`config.mk`:
```
export PLATFORM = sky130hd
export DESIGN_NAME = gpio_port
export DESIGN_NICKNAME = d
export VERILOG_FILES = /design/src/design/gpio_port_pkg.sv /design/src/design/auto_inverse_toggle.sv /design/src/design/gpio_port.sv
export VERILOG_INCLUDE_DIRS = /design/src /design/src/design
export SDC_FILE = /design/constraint.sdc
export NUM_CORES = 1
export LEC_CHECK = 0
export BUFFER_PORTS_ARGS = -buffer_cell sky130_fd_sc_hd__buf_2
export CAP_MARGIN = 20
export CORE_MARGIN = 3
export CORE_UTILIZATION = 52
export DETAILED_ROUTE_END_ITERATION = 8
export HOLD_SLACK_MARGIN = 0.03
export PLACE_DENSITY = 0.73
export SYNTH_ARGS = -nofsm -noshare
export SYNTH_HDL_FRONTEND = slang
export SYNTH_HIERARCHICAL = 1
export SYNTH_SLANG_ARGS = --single-unit
```
`constraint.sdc`:
```
create_clock -name mclk -period 1.79 [get_ports mclk]
set_input_delay 0.0895 -clock mclk [delete_from_list [all_inputs] [get_ports mclk]]
set_output_delay 0.0895 -clock mclk [all_outputs]
set_load 0.005 [all_outputs]
```
`src/design/gpio_port_params.svh`:
```
// constants of the eight-pin port: offsets, reset values and timing
`ifndef GPIO_PORT_PARAMS_SVH
`define GPIO_PORT_PARAMS_SVH

// ****************************************************************
// data-memory offsets of the port registers
// ****************************************************************
`define GPIO_OFS_DATA       8'h12
`define GPIO_OFS_DIRECTION  8'h13
`define GPIO_OFS_PULLUP     8'h14
`define GPIO_OFS_WAKEUP     8'h15

// ****************************************************************
// reset values
// ****************************************************************
`define GPIO_RST_DATA       8'hff
`define GPIO_RST_DIRECTION  8'hff
`define GPIO_RST_PULLUP     8'h00
`define GPIO_RST_WAKEUP     8'h00

// ****************************************************************
// auto-inverse timing
// ****************************************************************
`define GPIO_INV_FREQ_HZ       32
`define GPIO_INV_HALF_PERIOD_US 15600
`define GPIO_MCLK_PERIOD_NS    8
`define GPIO_INV_HALF_CYCLES   ((`GPIO_INV_HALF_PERIOD_US * 1000) / `GPIO_MCLK_PERIOD_NS)

`endif

```
`src/design/gpio_port_pkg.sv`:
```
// types shared by the port logic
`default_nettype none
package gpio_port_pkg;

  // per-pin function, indexed by {wake-up bit, direction bit}
  typedef enum logic [1:0] {
    MODE_OUTPUT     = 2'b00,
    MODE_INPUT      = 2'b01,
    MODE_AUTO_INV   = 2'b10,
    MODE_INPUT_WAKE = 2'b11
  } pin_mode_e;

  // register selected by a data-memory access
  typedef enum logic [2:0] {
    SEL_NONE      = 3'b000,
    SEL_DATA      = 3'b001,
    SEL_DIRECTION = 3'b010,
    SEL_PULLUP    = 3'b011,
    SEL_WAKEUP    = 3'b100
  } reg_sel_e;

endpackage : gpio_port_pkg
`default_nettype wire

```
`src/design/auto_inverse_toggle.sv`:
```
// slow toggle source for the auto-inverse pin function
`timescale 1ns/100ps
`default_nettype none

module auto_inverse_toggle #(
  parameter int unsigned HALF_CYCLES = 1950000
) (
  input  wire logic mclk,
  input  wire logic rst_b,
  input  wire logic run,
  output var  logic toggle_q
);

  localparam int unsigned CNT_W = $clog2(HALF_CYCLES + 1);

  generate
    if (HALF_CYCLES < 2)
    begin : g_bad_half
      $error("auto_inverse_toggle: HALF_CYCLES must be at least 2");
    end
  endgenerate

  logic [CNT_W-1:0] cnt_q;
  logic [CNT_W-1:0] cnt_d;
  logic             wrap;
  logic             toggle_d;

  assign wrap     = (cnt_q == CNT_W'(HALF_CYCLES - 1));
  // stopped oscillator: count restarts, so the first half after start lasts the full HALF_CYCLES
  assign cnt_d    = !run ? '0 : (wrap ? '0 : cnt_q + CNT_W'(1));
  assign toggle_d = !run ? 1'b0 : (wrap ? ~toggle_q : toggle_q);

  always_ff @(posedge mclk or negedge rst_b)
  begin
    if (!rst_b)
    begin
      cnt_q    <= '0;
      toggle_q <= 1'b0;
    end
    else
    begin
      cnt_q    <= cnt_d;
      toggle_q <= toggle_d;
    end
  end

endmodule : auto_inverse_toggle

`default_nettype wire

```
`src/design/gpio_port.sv`:
```
// eight-pin bidirectional port with pull-up, wake-up and auto-inverse
//
// Functional notes
// a pin whose direction bit is one is an input and reads its present level.
// a pin whose direction bit is zero is driven push-pull with its output latch value.
// reading an output pin returns the output latch, not the pin level.
// input levels are sampled at the read; written output data stays until rewritten.
// the pull-up acts only when its enable bit is set and the pin is an input.
// a high-to-low edge on a wake-enabled pin wakes the device from idle or sleep.
// wake-up is honoured only for input pins while the device is in idle or sleep.
// wake-up and direction bits select output, input, auto-inverse or input with wake-up.
// in auto-inverse mode the pin changes state every 15.6 ms from a 32 Hz toggle.
// auto-inverse drives the toggle for data zero and its inverse for data one.
// auto-inverse changes only the pin level, never the stored data bit.
// auto-inverse is inactive while the slow oscillator is stopped.
// the first auto-inverse pulse after enable or data change may be irregular.
// power-on and run-mode watchdog reset load defaults; a sleep watchdog reset keeps them.
// a single-bit set or clear reads the whole port, alters one bit, writes the byte back.
// pin inputs pass two flip-flops before reading and wake-up edge detection.
`timescale 1ns/100ps
`default_nettype none
`include "gpio_port_params.svh"

module gpio_port
  import gpio_port_pkg::*;
#(
  parameter int unsigned PINS        = 8,
  parameter int unsigned ADDR_W      = 8,
  parameter int unsigned HALF_CYCLES = `GPIO_INV_HALF_CYCLES
) (
  input  wire logic              mclk,
  input  wire logic              rst_b,
  input  wire logic              wdt_reset,
  input  wire logic              low_power,
  input  wire logic              slow_rc_oscillator,
  input  wire logic [ADDR_W-1:0] mem_addr,
  input  wire logic              mem_wr,
  input  wire logic              mem_rd,
  input  wire logic [7:0]        mem_wdata,
  input  wire logic              bit_set,
  input  wire logic              bit_clr,
  input  wire logic [2:0]        bit_sel,
  output var  logic [7:0]        mem_rdata_q,
  input  wire logic [PINS-1:0]   port_pin_in,
  output var  logic [PINS-1:0]   port_pin_out_q,
  output var  logic [PINS-1:0]   port_pin_oe_q,
  output var  logic [PINS-1:0]   pullup_on_q,
  output var  logic              wakeup_q
);

  // ****************************************************************
  // parameter checks
  // ****************************************************************
  generate
    if (PINS < 1 || PINS > 8)
    begin : g_bad_pins
      $error("gpio_port: PINS must lie between 1 and 8");
    end
    if (ADDR_W < 8)
    begin : g_bad_addr
      $error("gpio_port: ADDR_W must be at least 8");
    end
    if (HALF_CYCLES < 2)
    begin : g_bad_half
      $error("gpio_port: HALF_CYCLES must be at least 2");
    end
  endgenerate

  localparam logic [ADDR_W-1:0] OFS_DATA = ADDR_W'(`GPIO_OFS_DATA);
  localparam logic [ADDR_W-1:0] OFS_DIR  = ADDR_W'(`GPIO_OFS_DIRECTION);
  localparam logic [ADDR_W-1:0] OFS_PU   = ADDR_W'(`GPIO_OFS_PULLUP);
  localparam logic [ADDR_W-1:0] OFS_WU   = ADDR_W'(`GPIO_OFS_WAKEUP);
  localparam logic [PINS-1:0]   RST_DATA = PINS'(`GPIO_RST_DATA);
  localparam logic [PINS-1:0]   RST_DIR  = PINS'(`GPIO_RST_DIRECTION);
  localparam logic [PINS-1:0]   RST_PU   = PINS'(`GPIO_RST_PULLUP);
  localparam logic [PINS-1:0]   RST_WU   = PINS'(`GPIO_RST_WAKEUP);

  // ****************************************************************
  // register state
  // ****************************************************************
  logic [PINS-1:0] port_pin_data_q;
  logic [PINS-1:0] port_pin_data_d;
  logic [PINS-1:0] pin_direction_bits_q;
  logic [PINS-1:0] pin_direction_bits_d;
  logic [PINS-1:0] pullup_enable_bits_q;
  logic [PINS-1:0] pullup_enable_bits_d;
  logic [PINS-1:0] wakeup_enable_bits_q;
  logic [PINS-1:0] wakeup_enable_bits_d;

  // ****************************************************************
  // pin input synchronisers
  // ****************************************************************
  logic [PINS-1:0] pin_meta_q;
  logic [PINS-1:0] pin_sync_q;
  logic [PINS-1:0] pin_prev_q;

  // two-stage synchroniser
  always_ff @(posedge mclk or negedge rst_b)
  begin
    if (!rst_b)
    begin
      pin_meta_q <= '1;
      pin_sync_q <= '1;
      pin_prev_q <= '1;
    end
    else
    begin
      pin_meta_q <= port_pin_in;
      pin_sync_q <= pin_meta_q;
      pin_prev_q <= pin_sync_q;
    end
  end

  // ****************************************************************
  // address decode
  // ****************************************************************
  logic hit_data;
  logic hit_dir;
  logic hit_pu;
  logic hit_wu;
  logic hit_any;

  assign hit_data = (mem_addr == OFS_DATA);
  assign hit_dir  = (mem_addr == OFS_DIR);
  assign hit_pu   = (mem_addr == OFS_PU);
  assign hit_wu   = (mem_addr == OFS_WU);
  assign hit_any  = hit_data | hit_dir | hit_pu | hit_wu;

  reg_sel_e sel;

  assign sel = hit_data ? SEL_DATA :
               hit_dir  ? SEL_DIRECTION :
               hit_pu   ? SEL_PULLUP :
               hit_wu   ? SEL_WAKEUP : SEL_NONE;

  // ****************************************************************
  // read value of the port
  // ****************************************************************
  logic [PINS-1:0] port_view;

  // inputs sampled now, outputs read the latch
  assign port_view = (pin_direction_bits_q & pin_sync_q) |
                     (~pin_direction_bits_q & port_pin_data_q);

  logic [7:0] read_val;

  assign read_val = (sel == SEL_DATA)      ? 8'(port_view) :
                    (sel == SEL_DIRECTION) ? 8'(pin_direction_bits_q) :
                    (sel == SEL_PULLUP)    ? 8'(pullup_enable_bits_q) :
                    (sel == SEL_WAKEUP)    ? 8'(wakeup_enable_bits_q) : 8'h00;

  // ****************************************************************
  // write value, byte or single bit
  // ****************************************************************
  logic [7:0] bit_mask;
  logic [7:0] rmw_val;
  logic       bit_op;
  logic       do_write;
  logic [7:0] write_val;

  assign bit_mask = 8'h01 << bit_sel;
  assign bit_op   = bit_set | bit_clr;

  // whole byte read, one bit altered, byte written back
  assign rmw_val   = bit_set ? (read_val | bit_mask) : (read_val & ~bit_mask);
  assign do_write  = (mem_wr | bit_op) & hit_any;
  assign write_val = bit_op ? rmw_val : mem_wdata;

  // ****************************************************************
  // watchdog reset qualification
  // ****************************************************************
  logic wdt_clear;

  // only a run-mode watchdog reset restores defaults
  assign wdt_clear = wdt_reset & ~low_power;

  // ****************************************************************
  // per-register write enables
  // ****************************************************************
  logic wr_data;
  logic wr_dir;
  logic wr_pu;
  logic wr_wu;

  assign wr_data = do_write & (sel == SEL_DATA);
  assign wr_dir  = do_write & (sel == SEL_DIRECTION);
  assign wr_pu   = do_write & (sel == SEL_PULLUP);
  assign wr_wu   = do_write & (sel == SEL_WAKEUP);

  // latch holds until written again
  // run-mode watchdog reset wins, a write in that cycle is lost
  assign port_pin_data_d      = wdt_clear ? RST_DATA :
                                wr_data   ? PINS'(write_val) :
                                            port_pin_data_q;
  assign pin_direction_bits_d = wdt_clear ? RST_DIR :
                                wr_dir    ? PINS'(write_val) :
                                            pin_direction_bits_q;
  assign pullup_enable_bits_d = wdt_clear ? RST_PU :
                                wr_pu     ? PINS'(write_val) :
                                            pullup_enable_bits_q;
  assign wakeup_enable_bits_d = wdt_clear ? RST_WU :
                                wr_wu     ? PINS'(write_val) :
                                            wakeup_enable_bits_q;

  // power-on defaults, all pins inputs
  always_ff @(posedge mclk or negedge rst_b)
  begin
    if (!rst_b)
    begin
      port_pin_data_q      <= RST_DATA;
      pin_direction_bits_q <= RST_DIR;
    end
    else
    begin
      port_pin_data_q      <= port_pin_data_d;
      pin_direction_bits_q <= pin_direction_bits_d;
    end
  end

  // pull-ups and wake-ups start disabled
  always_ff @(posedge mclk or negedge rst_b)
  begin
    if (!rst_b)
    begin
      pullup_enable_bits_q <= RST_PU;
      wakeup_enable_bits_q <= RST_WU;
    end
    else
    begin
      pullup_enable_bits_q <= pullup_enable_bits_d;
      wakeup_enable_bits_q <= wakeup_enable_bits_d;
    end
  end

  // ****************************************************************
  // read data register
  // ****************************************************************
  logic [7:0] rdata_d;

  // unmapped offsets and idle cycles read as zero
  assign rdata_d = (mem_rd && hit_any) ? read_val : 8'h00;

  always_ff @(posedge mclk or negedge rst_b)
  begin
    if (!rst_b)
    begin
      mem_rdata_q <= 8'h00;
    end
    else
    begin
      mem_rdata_q <= rdata_d;
    end
  end

  // ****************************************************************
  // auto-inverse toggle source
  // ****************************************************************
  logic inverse_toggle_signal;

  // toggle every half period, held low while oscillator stops
  auto_inverse_toggle #(
    .HALF_CYCLES (HALF_CYCLES)
  ) u_toggle (
    .mclk     (mclk),
    .rst_b    (rst_b),
    .run      (slow_rc_oscillator),
    .toggle_q (inverse_toggle_signal)
  );

  // ****************************************************************
  // per-pin function
  // ****************************************************************
  logic [PINS-1:0] drive_d;
  logic [PINS-1:0] oe_d;
  logic [PINS-1:0] pullup_d;
  logic [PINS-1:0] wake_edge;

  genvar gi;
  generate
    for (gi = 0; gi < PINS; gi = gi + 1)
    begin : g_pin
      pin_mode_e mode;
      logic      auto_inv;
      logic      fall;

      // function from wake-up and direction pair
      assign mode = pin_mode_e'({wakeup_enable_bits_q[gi], pin_direction_bits_q[gi]});

      // stopped oscillator leaves a plain output
      assign auto_inv = (mode == MODE_AUTO_INV) & slow_rc_oscillator;

      // push-pull output whenever direction is zero
      assign oe_d[gi] = ~pin_direction_bits_q[gi];

      // toggle xor data, latch untouched
      assign drive_d[gi] = auto_inv ? (inverse_toggle_signal ^ port_pin_data_q[gi]) :
                                      port_pin_data_q[gi];

      // weak pull-up only on input pins
      assign pullup_d[gi] = pullup_enable_bits_q[gi] & pin_direction_bits_q[gi];

      // edge seen after synchroniser only
      assign fall = pin_prev_q[gi] & ~pin_sync_q[gi];

      // wake on falling edge of an input with wake-up in low power
      assign wake_edge[gi] = fall & (mode == MODE_INPUT_WAKE) & low_power;
    end
  endgenerate

  // ****************************************************************
  // pin drive and wake-up outputs
  // ****************************************************************
  logic wakeup_d;

  assign wakeup_d = |wake_edge;

  always_ff @(posedge mclk or negedge rst_b)
  begin
    if (!rst_b)
    begin
      port_pin_out_q <= '0;
      port_pin_oe_q  <= '0;
      pullup_on_q    <= '0;
    end
    else
    begin
      port_pin_out_q <= drive_d;
      port_pin_oe_q  <= oe_d;
      pullup_on_q    <= pullup_d;
    end
  end

  // wake request lasts one cycle per falling edge
  always_ff @(posedge mclk or negedge rst_b)
  begin
    if (!rst_b)
    begin
      wakeup_q <= 1'b0;
    end
    else
    begin
      wakeup_q <= wakeup_d;
    end
  end

endmodule : gpio_port

`default_nettype wire

```
== Word-level counts from Yosys, hierarchy flattened ==
Index checks and enable logic that the tools add are counted.

* Register bits after elaboration: 111
* Input bits: 36
* Output and inout port bits: 33
* Word-level logic and storage cells: 163

* Add/subtract/negate cells: 1
* Eq/ne operators: 26
* Shift operators: 1
* Mux-type cells: 31
* Bitwise operators: 84
* Reduce and logical (&&, ||, !) cells: 6

{| class="wikitable"
|+ Operator list
! operator !! number
|-
| 8-bit two-way mux || 15
|-
| 1-bit AND || 46
|-
| 21-bit two-way mux || 2
|-
| 2-bit == test, second input constant || 16
|-
| 8-bit by 5-bit == test with 1-bit output, second input constant || 4
|-
| 8-bit AND || 3
|-
| 21-bit by 1-bit adder with 21-bit output, second input constant || 1
|-
| 21-bit == test, second input constant || 1
|-
| 1-bit inverter || 18
|-
| 8-bit inverter || 2
|-
| 8-bit bitwise OR || 2
|-
| 3-bit two-way mux || 4
|-
| 1-bit two-way mux || 10
|-
| 2-bit nonzero test || 4
|-
| 8-bit OR reduction || 1
|-
| 1-bit by 3-bit << shifter with 8-bit output, first input constant || 1
|-
| 1-bit bitwise XOR || 8
|-
| 3-bit by 2-bit == test with 1-bit output, second input constant || 2
|-
| 1-bit bitwise OR || 5
|-
| 3-bit by 1-bit == test with 1-bit output, second input constant || 1
|-
| 3-bit == test, second input constant || 1
|-
| 2-bit by 1-bit != test with 1-bit output, second input constant || 1
|-
| 1-bit logical AND || 1
|}

== Depth between registers and ports, before layout ==
Gate-level depths: netlist (run 1).

* Depth in word-level cells: 15
* Depth in mapped cells: 6

== Modules after synthesis ==
Netlist (run 1), hierarchy kept.

{| class="wikitable"
|+ By module, submodules not included
! module !! instances !! cells an instance !! area an instance (um^2)
|-
| gpio_port || 1 || 328 || 3953.8
|-
| auto_inverse_toggle || 1 || 113 || 1102.3
|}

== Worst setup path after synthesis (run 1) ==
No wires, ideal clock.

* Path kind: register to register
* From: register u_toggle.cnt_q[9]
* To: register u_toggle.toggle_q
* Arrival time: 1719 ps
* Setup slack: -7 ps
* Stages on the path, launching flop included: 5
* Path buffers: 0
* Clock period less this slack: 1797 ps
* Path through: dfrtp_1 or4b_1 or3_1 or3_1 a21boi_1

* Longest elaborated chain between the ends: 2

{| class="wikitable"
|+ RTL lines
! what !! RTL line !! source
|-
| start, declared || auto_inverse_toggle.sv:23 || <nowiki>logic [CNT_W-1:0] cnt_q;</nowiki>
|-
| start signal, assigned || auto_inverse_toggle.sv:42 || <nowiki>cnt_q <= cnt_d;</nowiki>
|-
| 21-bit == test || auto_inverse_toggle.sv:28 || <nowiki>assign wrap = (cnt_q == CNT_W'(HALF_CYCLES - 1));</nowiki>
|-
| 2-bit by 1-bit != test with 1-bit output (no source line) || -- ||
|-
| end signal, assigned || auto_inverse_toggle.sv:43 || <nowiki>toggle_q <= toggle_d;</nowiki>
|-
| end, declared || auto_inverse_toggle.sv:11 || <nowiki>output var logic toggle_q</nowiki>
|}

Every way passes these cells.
A chain may end at the register's enable or synchronous reset.

== Worst setup path in the final report (run 1) ==
* From: register u_toggle.cnt_q[9]
* To: register u_toggle.cnt_q[20]

* Longest elaborated chain between the ends: 3
* Elaborated cells on any way between the ends: 4

{| class="wikitable"
|+ RTL lines
! what !! RTL line !! source
|-
| 21-bit by 1-bit adder with 21-bit output / 21-bit == test (equally long branches) || auto_inverse_toggle.sv:30, auto_inverse_toggle.sv:28 ||
|-
| 21-bit two-way mux (*) (2 in a row) || auto_inverse_toggle.sv:30 || <nowiki>assign cnt_d = !run ? '0 : (wrap ? '0 : cnt_q + CNT_W'(1));</nowiki>
|-
| named net u_toggle.cnt_d[20] || auto_inverse_toggle.sv:24 || <nowiki>logic [CNT_W-1:0] cnt_d;</nowiki>
|}

The timed path passes the listed nets; every way through them passes the cells marked *.

==> results of run 1 <==
==> metrics by stage <==
step	cells	instance area, um^2	power (mW)	hold slack (ns)	TNS (ns)
floorplan	441	5056	2.823	-0.2061	-0.001369
global placement	664	5821	3.011	-0.04323	-0.1949
detailed placement	664	5821	3.018	-0.03918	-1.842
CTS	692	6202	4.570	0.09905	-0.9981
global route	693	6242	4.742	0.08942	-2.590
finish	693	6242	4.534	0.09948	-1.368
==> synth_stat cells (all sizes together) (8+ instances only) <==
master	n
xnor2	10
clkbuf	11
nand4b	9
inv	13
buf	8
dfstp	40
xor2	10
and2	10
mux2i	9
nand4	13
o21ai	18
nand3	15
or3	11
o22a	17
a21oi	16
nor2	38
a22o	13
dfrtp	71
nand2	14
or3b	9
==> power by group through the flow <==
stage / logic (mW) / clock network (mW) / registers (mW)
after floorplan: 0.185 / 0 / 2.64
after global placement: 0.369 / 0 / 2.64
after detailed placement: 0.375 / 0 / 2.64
after CTS: 0.407 / 1.56 / 2.60
after global routing: 0.454 / 1.68 / 2.61
final: 0.416 / 1.52 / 2.60
==> layout make-up <==
type | count | area, um^2
Fill cell | 710 | 3085
Sequential cell | 111 | 2828
Multi-Input combinational cell | 298 | 2178
Timing Repair Buffer | 126 | 819.5
Tap cell | 129 | 161.4
Clock buffer | 9 | 123.9
Clock inverter | 7 | 82.58
Inverter | 13 | 48.80
==> per-layer routing <==
metal  wire length, um  track usage, %  up-vias  share of wire, %
met5                 0               0        -                 0
met4               414           10.78        0               3.3
met3               647           5.065       35               5.1
met2              6175           38.28      137                49
met1              5488           32.81     2076                43
li1                  -               -     1881                 -
==> worst reg2reg max path: cells and delay by family, from the launching register on <==
kind	cells	cell delay, ns
and+or+nand+nor	2	0.94
DFF	1	0.40
AOI/OAI and AO/OA	2	0.24
buffers and inverters	1	0.17
==> path summary, 6_finish.rpt <==
kind                                            to  slack, ns               from
setup / recovery                u_toggle/cnt_q[20]      -0.09  u_toggle/cnt_q[9]
hold / removal                   port_pin_out_q[5]        0.1              rst_b
setup reg to reg                u_toggle/cnt_q[20]      -0.09  u_toggle/cnt_q[9]
hold reg to reg                      pin_sync_q[7]       0.36      pin_meta_q[7]
max in group asynchronous            pin_meta_q[7]       0.95              rst_b
min in group mclk          pin_direction_bits_q[5]       0.13            bit_set
==> what timing repair did <==
item | CTS | global route
gates cloned | 1 | 0
setup buffers | 0 | 1
resized for setup | 12 | 5
pin swaps | 0 | 3
endpoints found under the setup margin | 29 | 29
hold buffers | 11 | 0
hold endpoints to repair | 89 | 0
==> state kept, by name, indices dropped and copies added (netlist names) <==
register	count
u_toggle/toggle_q	1
pullup_on_q	8
u_toggle/cnt_q	21
wakeup_q	1
pullup_enable_bits_q	8
pin_sync_q	8
pin_prev_q	8
port_pin_oe_q	8
port_pin_out_q	8
port_pin_data_q	8
pin_meta_q	8
pin_direction_bits_q	8
wakeup_enable_bits_q	8
mem_rdata_q	8
==> logic make-up after synthesis <==
| kind of cell | count (synthesis) | synth area share [%] |
|---|---|---|
| simple gates | 165 | 19.50 |
| xor+xnor | 20 | 3.464 |
| flops | 111 | 55.93 |
| buf+inv | 32 | 2.747 |
| compound gates | 103 | 16.33 |
| mux | 9 | 1.782 |
| fa+ha+maj | 1 | 0.2474 |
==> layout by cell type, fill, tap and decap left out, types with 4 or more instances in the layout <==
cell type                       count
sky130_fd_sc_hd__dfrtp_1           71
sky130_fd_sc_hd__buf_2             68
sky130_fd_sc_hd__buf_4             45
sky130_fd_sc_hd__dfstp_2           40
sky130_fd_sc_hd__nor2_1            38
sky130_fd_sc_hd__o22a_1            17
sky130_fd_sc_hd__a21oi_1           16
sky130_fd_sc_hd__nand3_1           15
sky130_fd_sc_hd__nand2_1           14
sky130_fd_sc_hd__inv_1             13
sky130_fd_sc_hd__o21ai_0           13
sky130_fd_sc_hd__nand4_1           13
sky130_fd_sc_hd__a22o_1            13
sky130_fd_sc_hd__dlygate4sd3_1     11
sky130_fd_sc_hd__and2_1            10
sky130_fd_sc_hd__xnor2_1           10
sky130_fd_sc_hd__xor2_1            10
sky130_fd_sc_hd__mux2i_1            9
sky130_fd_sc_hd__nand4b_1           9
sky130_fd_sc_hd__or3_1              9
sky130_fd_sc_hd__clkbuf_8           9
sky130_fd_sc_hd__nor2b_1            7
sky130_fd_sc_hd__or3b_2             6
sky130_fd_sc_hd__or4_1              6
sky130_fd_sc_hd__nor3_1             5
sky130_fd_sc_hd__o2111ai_1          5
sky130_fd_sc_hd__a32oi_2            5
sky130_fd_sc_hd__and3_1             4
sky130_fd_sc_hd__o21ai_1            4
sky130_fd_sc_hd__o31ai_1            4
==> out/results.ini, run 1 <==
[synthesis]
synthArstFlopShare_pct = 100.0
postSynth.topFlopCell = sky130_fd_sc_hd__dfrtp_1
synthesized_area_per_cell_um2 = 11.47
mappedNetlistArea_um2 = 5056
yosysWarnings = 6
synth_top_cells_by_area = sky130_fd_sc_hd__dfrtp_1 (35%), sky130_fd_sc_hd__dfstp_2 (21%), sky130_fd_sc_hd__o22a_1 (2.9%), sky130_fd_sc_hd__nor2_1 (2.8%), sky130_fd_sc_hd__a22o_1 (2.3%)
synth_largest_area_cell = sky130_fd_sc_hd__dfrtp_1
synth_edf_count = 0
synth_nets = 478
synth-seq-cells = 111
synth-seq-area-share_pct = 55.93
synth_cells = 441
distinct_cell_type_count_of_the_synthesized_netlist = 65
top_area_cell_type_share_of_the_netlist_area_pct = 35.14

[power]
power.switching_mw = 1.125
leak_pwr_nw = 2.767
pwr-share-seq_pct = 57.3
pwr_density_cell_nw_per_um2 = 726.3
peakVddDrop_mv = 0.7932
share_clk_of_total_power_pct = 33.5
p_sw_share_pct = 24.82
combinational_cell_fraction_of_total_power_pct = 9.2
p_int_mw = 3.408

[flow_run]
drv_cap = 0

[timing]
clock.fmax_ghz = 0.5329
final_min_period_over_clock_period_pct = 104.8
final.min_clock_period_ns = 1.877
maxSlewViolCount = 0
finalSetupViolations = 21
tightestPinTransition_ns = 0.5906
grt_setup_unrepaired = true
final_worst_path_setup_slack_ns = -0.08670
final.setup_skew_ns = 0.01801
timing.slew.headroom_pct = 60.26
hold_viol_final = 0

[grt]
grt_pass1_vias = 4119
track_usage_pct = 24.35
grt_overflow_total = 0
grt_first_pass_wirelength_um = 20860
largest_net_degree_at_the_start_of_global_routing = 62
antenna_found_initial = 0

[die]
initial_utilization_pct = 54.21
die_w_um = 104.6
core.rowCount = 35
coreArea_um2 = 9328
num_io_pins = 69
die_footprint_um2 = 10940
die_height_um = 104.6

[finish]
num_antenna_cells = 0
layout-area-overhead-vs-synth_pct = 23.46
fraction_of_final_layout_cells_with_drive_strength_greater_than_1_pct = 35.64
layout.nets = 596
finish.utilization_pct = 66.92

[place]
dpl_worst_slack_ns = -0.1008
post-dp-hpwl_um = 8939
gpl.final_weighted_congestion = 0.9185
io_buffer_count = 68

[critical_path]
critical_path_class = flip-flop to flip-flop
cp_top_family = simple AND/OR/NAND/NOR gates
worst_r2r_path_depth = 5
worst_ep_arrival_time_ns = 2.13
timing.critical_path.to_type = flip-flop
type_of_origin_of_the_critical_path = flip-flop
crit_path_max_fanout = 11
slowest_stage = sky130_fd_sc_hd__or4b_4
cp.buffers_inverters = 1
cp.depth = 5
critical_path.cell_chain = or4b_4 -> or3_4 -> o21ai_4 -> buf_6 -> a21oi_1
crit_path_max_incr_delay_ns = 0.53
critical_path_required_ns = 2.05

[clock_tree]
clockBufferDepth = 2
cts-root-buf = sky130_fd_sc_hd__clkbuf_8
cts.htree.levels = 3
cts_tree = done
numCtsBuffers = 9
worstSkewPairLatency_ns = 0.38
cts_num_sinks = 111
cts.reportedPaths.clkPinSlew_ns = 0.11

[drt]
drt.antenna.violating_nets = 0
post_drt_wl_per_cell_um = 18.36
post_route_drc = 0
route.detailed.vias_per_inst = 5.958
drt_pre_antenna_iters = 5
drt-initial-drc-count = 322
postRouteWirelength_um = 12730
vias = 4129

[worst_hold_path]
hold_class = input pin to async pin

[outcome]
failed_checks = negative setup slack
run_status = finished, violations left

(Power assumes the default switching activity.)
==> run 2, diff against run 1 <==
==> constraint.sdc (replaced) <==
create_clock -name mclk -period 1.79 [get_ports mclk]
set_input_delay 0.2685 -clock mclk [delete_from_list [all_inputs] [get_ports mclk]]
set_output_delay 0.2685 -clock mclk [all_outputs]
set_load 0.005 [all_outputs]
==> run 2 against run 1 <==
Net effect:
- the run still ends with negative setup slack left
- global-route usage grew 0.071 points
- wire length grew 1.0%
- sequential power is essentially flat
- critical path type unchanged
- die area is the same
- sequential cell count is the same
- final cell count grew 1.2%
- power grew 0.60%
- hold slack gained 0.041 ns
- clock power is essentially flat
- maximum frequency shrank 0.43%
==> out/results.ini, run 2 (same netlist as run 1, synthesis figures left out) <==
[clock_tree]
worstSkewPairLatency_ns = 0.38  ; about the same
cts_num_sinks = 111  ; unchanged
clockBufferDepth = 2  ; unchanged
numCtsBuffers = 9  ; unchanged
cts_tree = done
cts.htree.levels = 3  ; unchanged
cts_setup_buffers = 0  ; unchanged
cts.reportedPaths.clkPinSlew_ns = 0.11  ; about the same
cts-root-buf = sky130_fd_sc_hd__clkbuf_8

[critical_path]
worst_ep_arrival_time_ns = 2.20  ; +0.07 ns
critical_path_class = flip-flop to flip-flop
type_of_origin_of_the_critical_path = flip-flop
worst_r2r_path_depth = 4  ; -1
critical_path_required_ns = 2.10  ; +0.05 ns
crit_path_max_fanout = 3  ; -8
timing.critical_path.to_type = flip-flop

[die]
initial_utilization_pct = 54.21  ; unchanged
die_w_um = 104.6  ; unchanged
die_footprint_um2 = 10940  ; unchanged
core.rowCount = 35  ; unchanged
num_io_pins = 69  ; unchanged
die_height_um = 104.6  ; unchanged
coreArea_um2 = 9328  ; unchanged

[drt]
route.detailed.vias_per_inst = 5.805  ; -2.6%
post_route_drc = 0  ; unchanged
postRouteWirelength_um = 12850  ; +1.0%
drt-initial-drc-count = 235  ; -27%
post_drt_wl_per_cell_um = 18.34  ; -0.15%
vias = 4069  ; -1.5%
drt_pre_antenna_iters = 5  ; unchanged
drt.antenna.violating_nets = 0  ; unchanged

[finish]
finish.utilization_pct = 67.98  ; +1.1 points
num_antenna_cells = 0  ; unchanged
top_register = u_toggle/cnt_q
num-fill-cells = 702  ; -1.1%
layout_common_cells = sky130_fd_sc_hd__dfrtp_1 (71), sky130_fd_sc_hd__buf_2 (67), sky130_fd_sc_hd__buf_4 (52)
layout-area-overhead-vs-synth_pct = 25.41
most_common_cell_after_layout_fill_and_taps_aside = sky130_fd_sc_hd__dfrtp_1
largest_register_ff_count = 21  ; unchanged
fraction_of_final_layout_cells_with_drive_strength_greater_than_1_pct = 37.76  ; +2.1 points
layout.nets = 604  ; +1.3%

[grt]
grt_overflow_total = 0  ; unchanged
grt_first_pass_wirelength_um = 21070  ; +1.0%
track_usage_pct = 24.42  ; +0.071 points
largest_net_degree_at_the_start_of_global_routing = 53  ; -15%
antenna_found_initial = 0  ; unchanged
grt_pass1_vias = 4194  ; +1.8%

[power]
leak_pwr_nw = 2.812  ; +1.6%
combinational_cell_fraction_of_total_power_pct = 9.4  ; +0.2 points
power.switching_mw = 1.140  ; +1.3%
pwr_density_cell_nw_per_um2 = 719.3  ; -0.97%
p_int_mw = 3.421  ; +0.37%
pwr-share-seq_pct = 57.0  ; -0.3 points
peakVddDrop_mv = 0.5724  ; -28%
p_sw_share_pct = 25.00  ; +0.17 points
share_clk_of_total_power_pct = 33.6  ; about the same

[timing]
hold_viol_final = 0  ; unchanged
final.setup_skew_ns = 0.01117  ; -0.006843 ns
final.min_clock_period_ns = 1.885  ; +0.008142 ns
final_worst_path_setup_slack_ns = -0.09484  ; -0.008142 ns
maxSlewViolCount = 0  ; unchanged
final_min_period_over_clock_period_pct = 105.3  ; +0.45 points
tightestPinTransition_ns = 0.5553  ; -0.03534 ns
clock.fmax_ghz = 0.5305  ; -0.43%
timing.slew.headroom_pct = 62.64  ; +2.4 points
worst_hold_slack_ns = 0.1403  ; +0.04082 ns
grt_setup_unrepaired = true
finalSetupViolations = 21  ; unchanged

[outcome]
failed_checks = negative setup slack
run_status = finished, violations left

[place]
dpl_worst_slack_ns = -0.1367  ; -0.03588 ns
io_buffer_count = 68  ; unchanged
gpl.final_weighted_congestion = 0.8950  ; -2.6%
post-dp-hpwl_um = 9110  ; +1.9%

[worst_hold_path]
min_delay_path_depth = 2
hold_class = input pin to flip-flop

[flow_run]
drv_cap = 0  ; unchanged

[run 2: cell types whose count changed in the layout (fill, tap and decap cells not counted), moves of 2 or more]
| cell | delta |
|---|---|
| sky130_fd_sc_hd__dlygate4sd3_1 | -2 |
| sky130_fd_sc_hd__a21oi_2 | +5 |
| sky130_fd_sc_hd__buf_4 | +7 |
| sky130_fd_sc_hd__buf_12 | +2 |
| sky130_fd_sc_hd__a21oi_1 | -5 |
| sky130_fd_sc_hd__clkinv_4 | -2 |
[run 2: power by group through the flow]
| stage | registers, mW | logic [mW] | clock network [mW] |
|---|---|---|---|
| 6_report | 2.60 | 0.431 | 1.53 |
| 5_1_grt | 2.61 | 0.470 | 1.67 |
| 4_1_cts | 2.60 | 0.422 | 1.58 |
| 3_5_place_dp | 2.64 | 0.394 | 0 |
| 3_3_place_gp | 2.64 | 0.387 | 0 |
| 2_1_floorplan | 2.64 | 0.185 | 0 |
[run 2: through the flow]
| step | TNS [ns] | instance area (um^2) | instances | total power [mW] |
|---|---|---|---|---|
| 2_1_floorplan | -0.001369 | 5056 | 441 | 2.823 |
| 3_5_place_dp | -2.395 | 5936 | 676 | 3.038 |
| 3_3_place_gp | -0.3972 | 5936 | 676 | 3.029 |
| 6_report | -1.405 | 6341 | 701 | 4.561 |
| 4_1_cts | -0.8243 | 6292 | 701 | 4.597 |
| 5_1_grt | -2.942 | 6341 | 701 | 4.748 |
[run 2: critical path: stages (launching register included)]
cell and delay, ns:
sky130_fd_sc_hd__dfrtp_1 0.40, sky130_fd_sc_hd__or4b_4 0.53, sky130_fd_sc_hd__or3_4 0.43, sky130_fd_sc_hd__or3_1 0.33, sky130_fd_sc_hd__a21boi_1 0.13
[run 2: metal layers]
layer / share of wire (%) / track usage, %
met1: 44 / 31.73
met2: 50 / 41.01
met3: 4.9 / 4.756
met4: 2.0 / 8.622
met5: 0 / 0
[run 2: final timing paths]
path / end / from / slack [ns]
hold / removal: wakeup_q / low_power / 0.14
hold reg to reg: pin_sync_q[0] / pin_meta_q[0] / 0.36
setup reg to reg: u_toggle/toggle_q / u_toggle/cnt_q[12] / -0.09
setup / recovery: u_toggle/toggle_q / u_toggle/cnt_q[12] / -0.09
min in group asynchronous: wakeup_enable_bits_q[4] / rst_b / 0.32
max in group asynchronous: pin_sync_q[7] / rst_b / 0.86
[run 2: what timing repair did]
| action | CTS | global route |
|---|---|---|
| resized for setup | 15 | 8 |
| hold buffers | 9 | 0 |
| pin swaps | 1 | 2 |
| hold endpoints to repair | 21 | 0 |
| setup endpoints to repair | 26 | 29 |
[run 2: cell type report]
| type | count | area (um^2) | area share (%) |
|---|---|---|---|
| clock buffer | 9 | 123.9 | 1.953 |
| inverter | 13 | 48.80 | 0.7695 |
| tap | 129 | 161.4 | 2.545 |
| clock inverter | 7 | 81.33 | 1.283 |
| sequential | 111 | 2828 | 44.59 |
| multi-input combinational | 298 | 2185 | 34.45 |
| timing repair buffer | 134 | 913.4 | 14.40 |
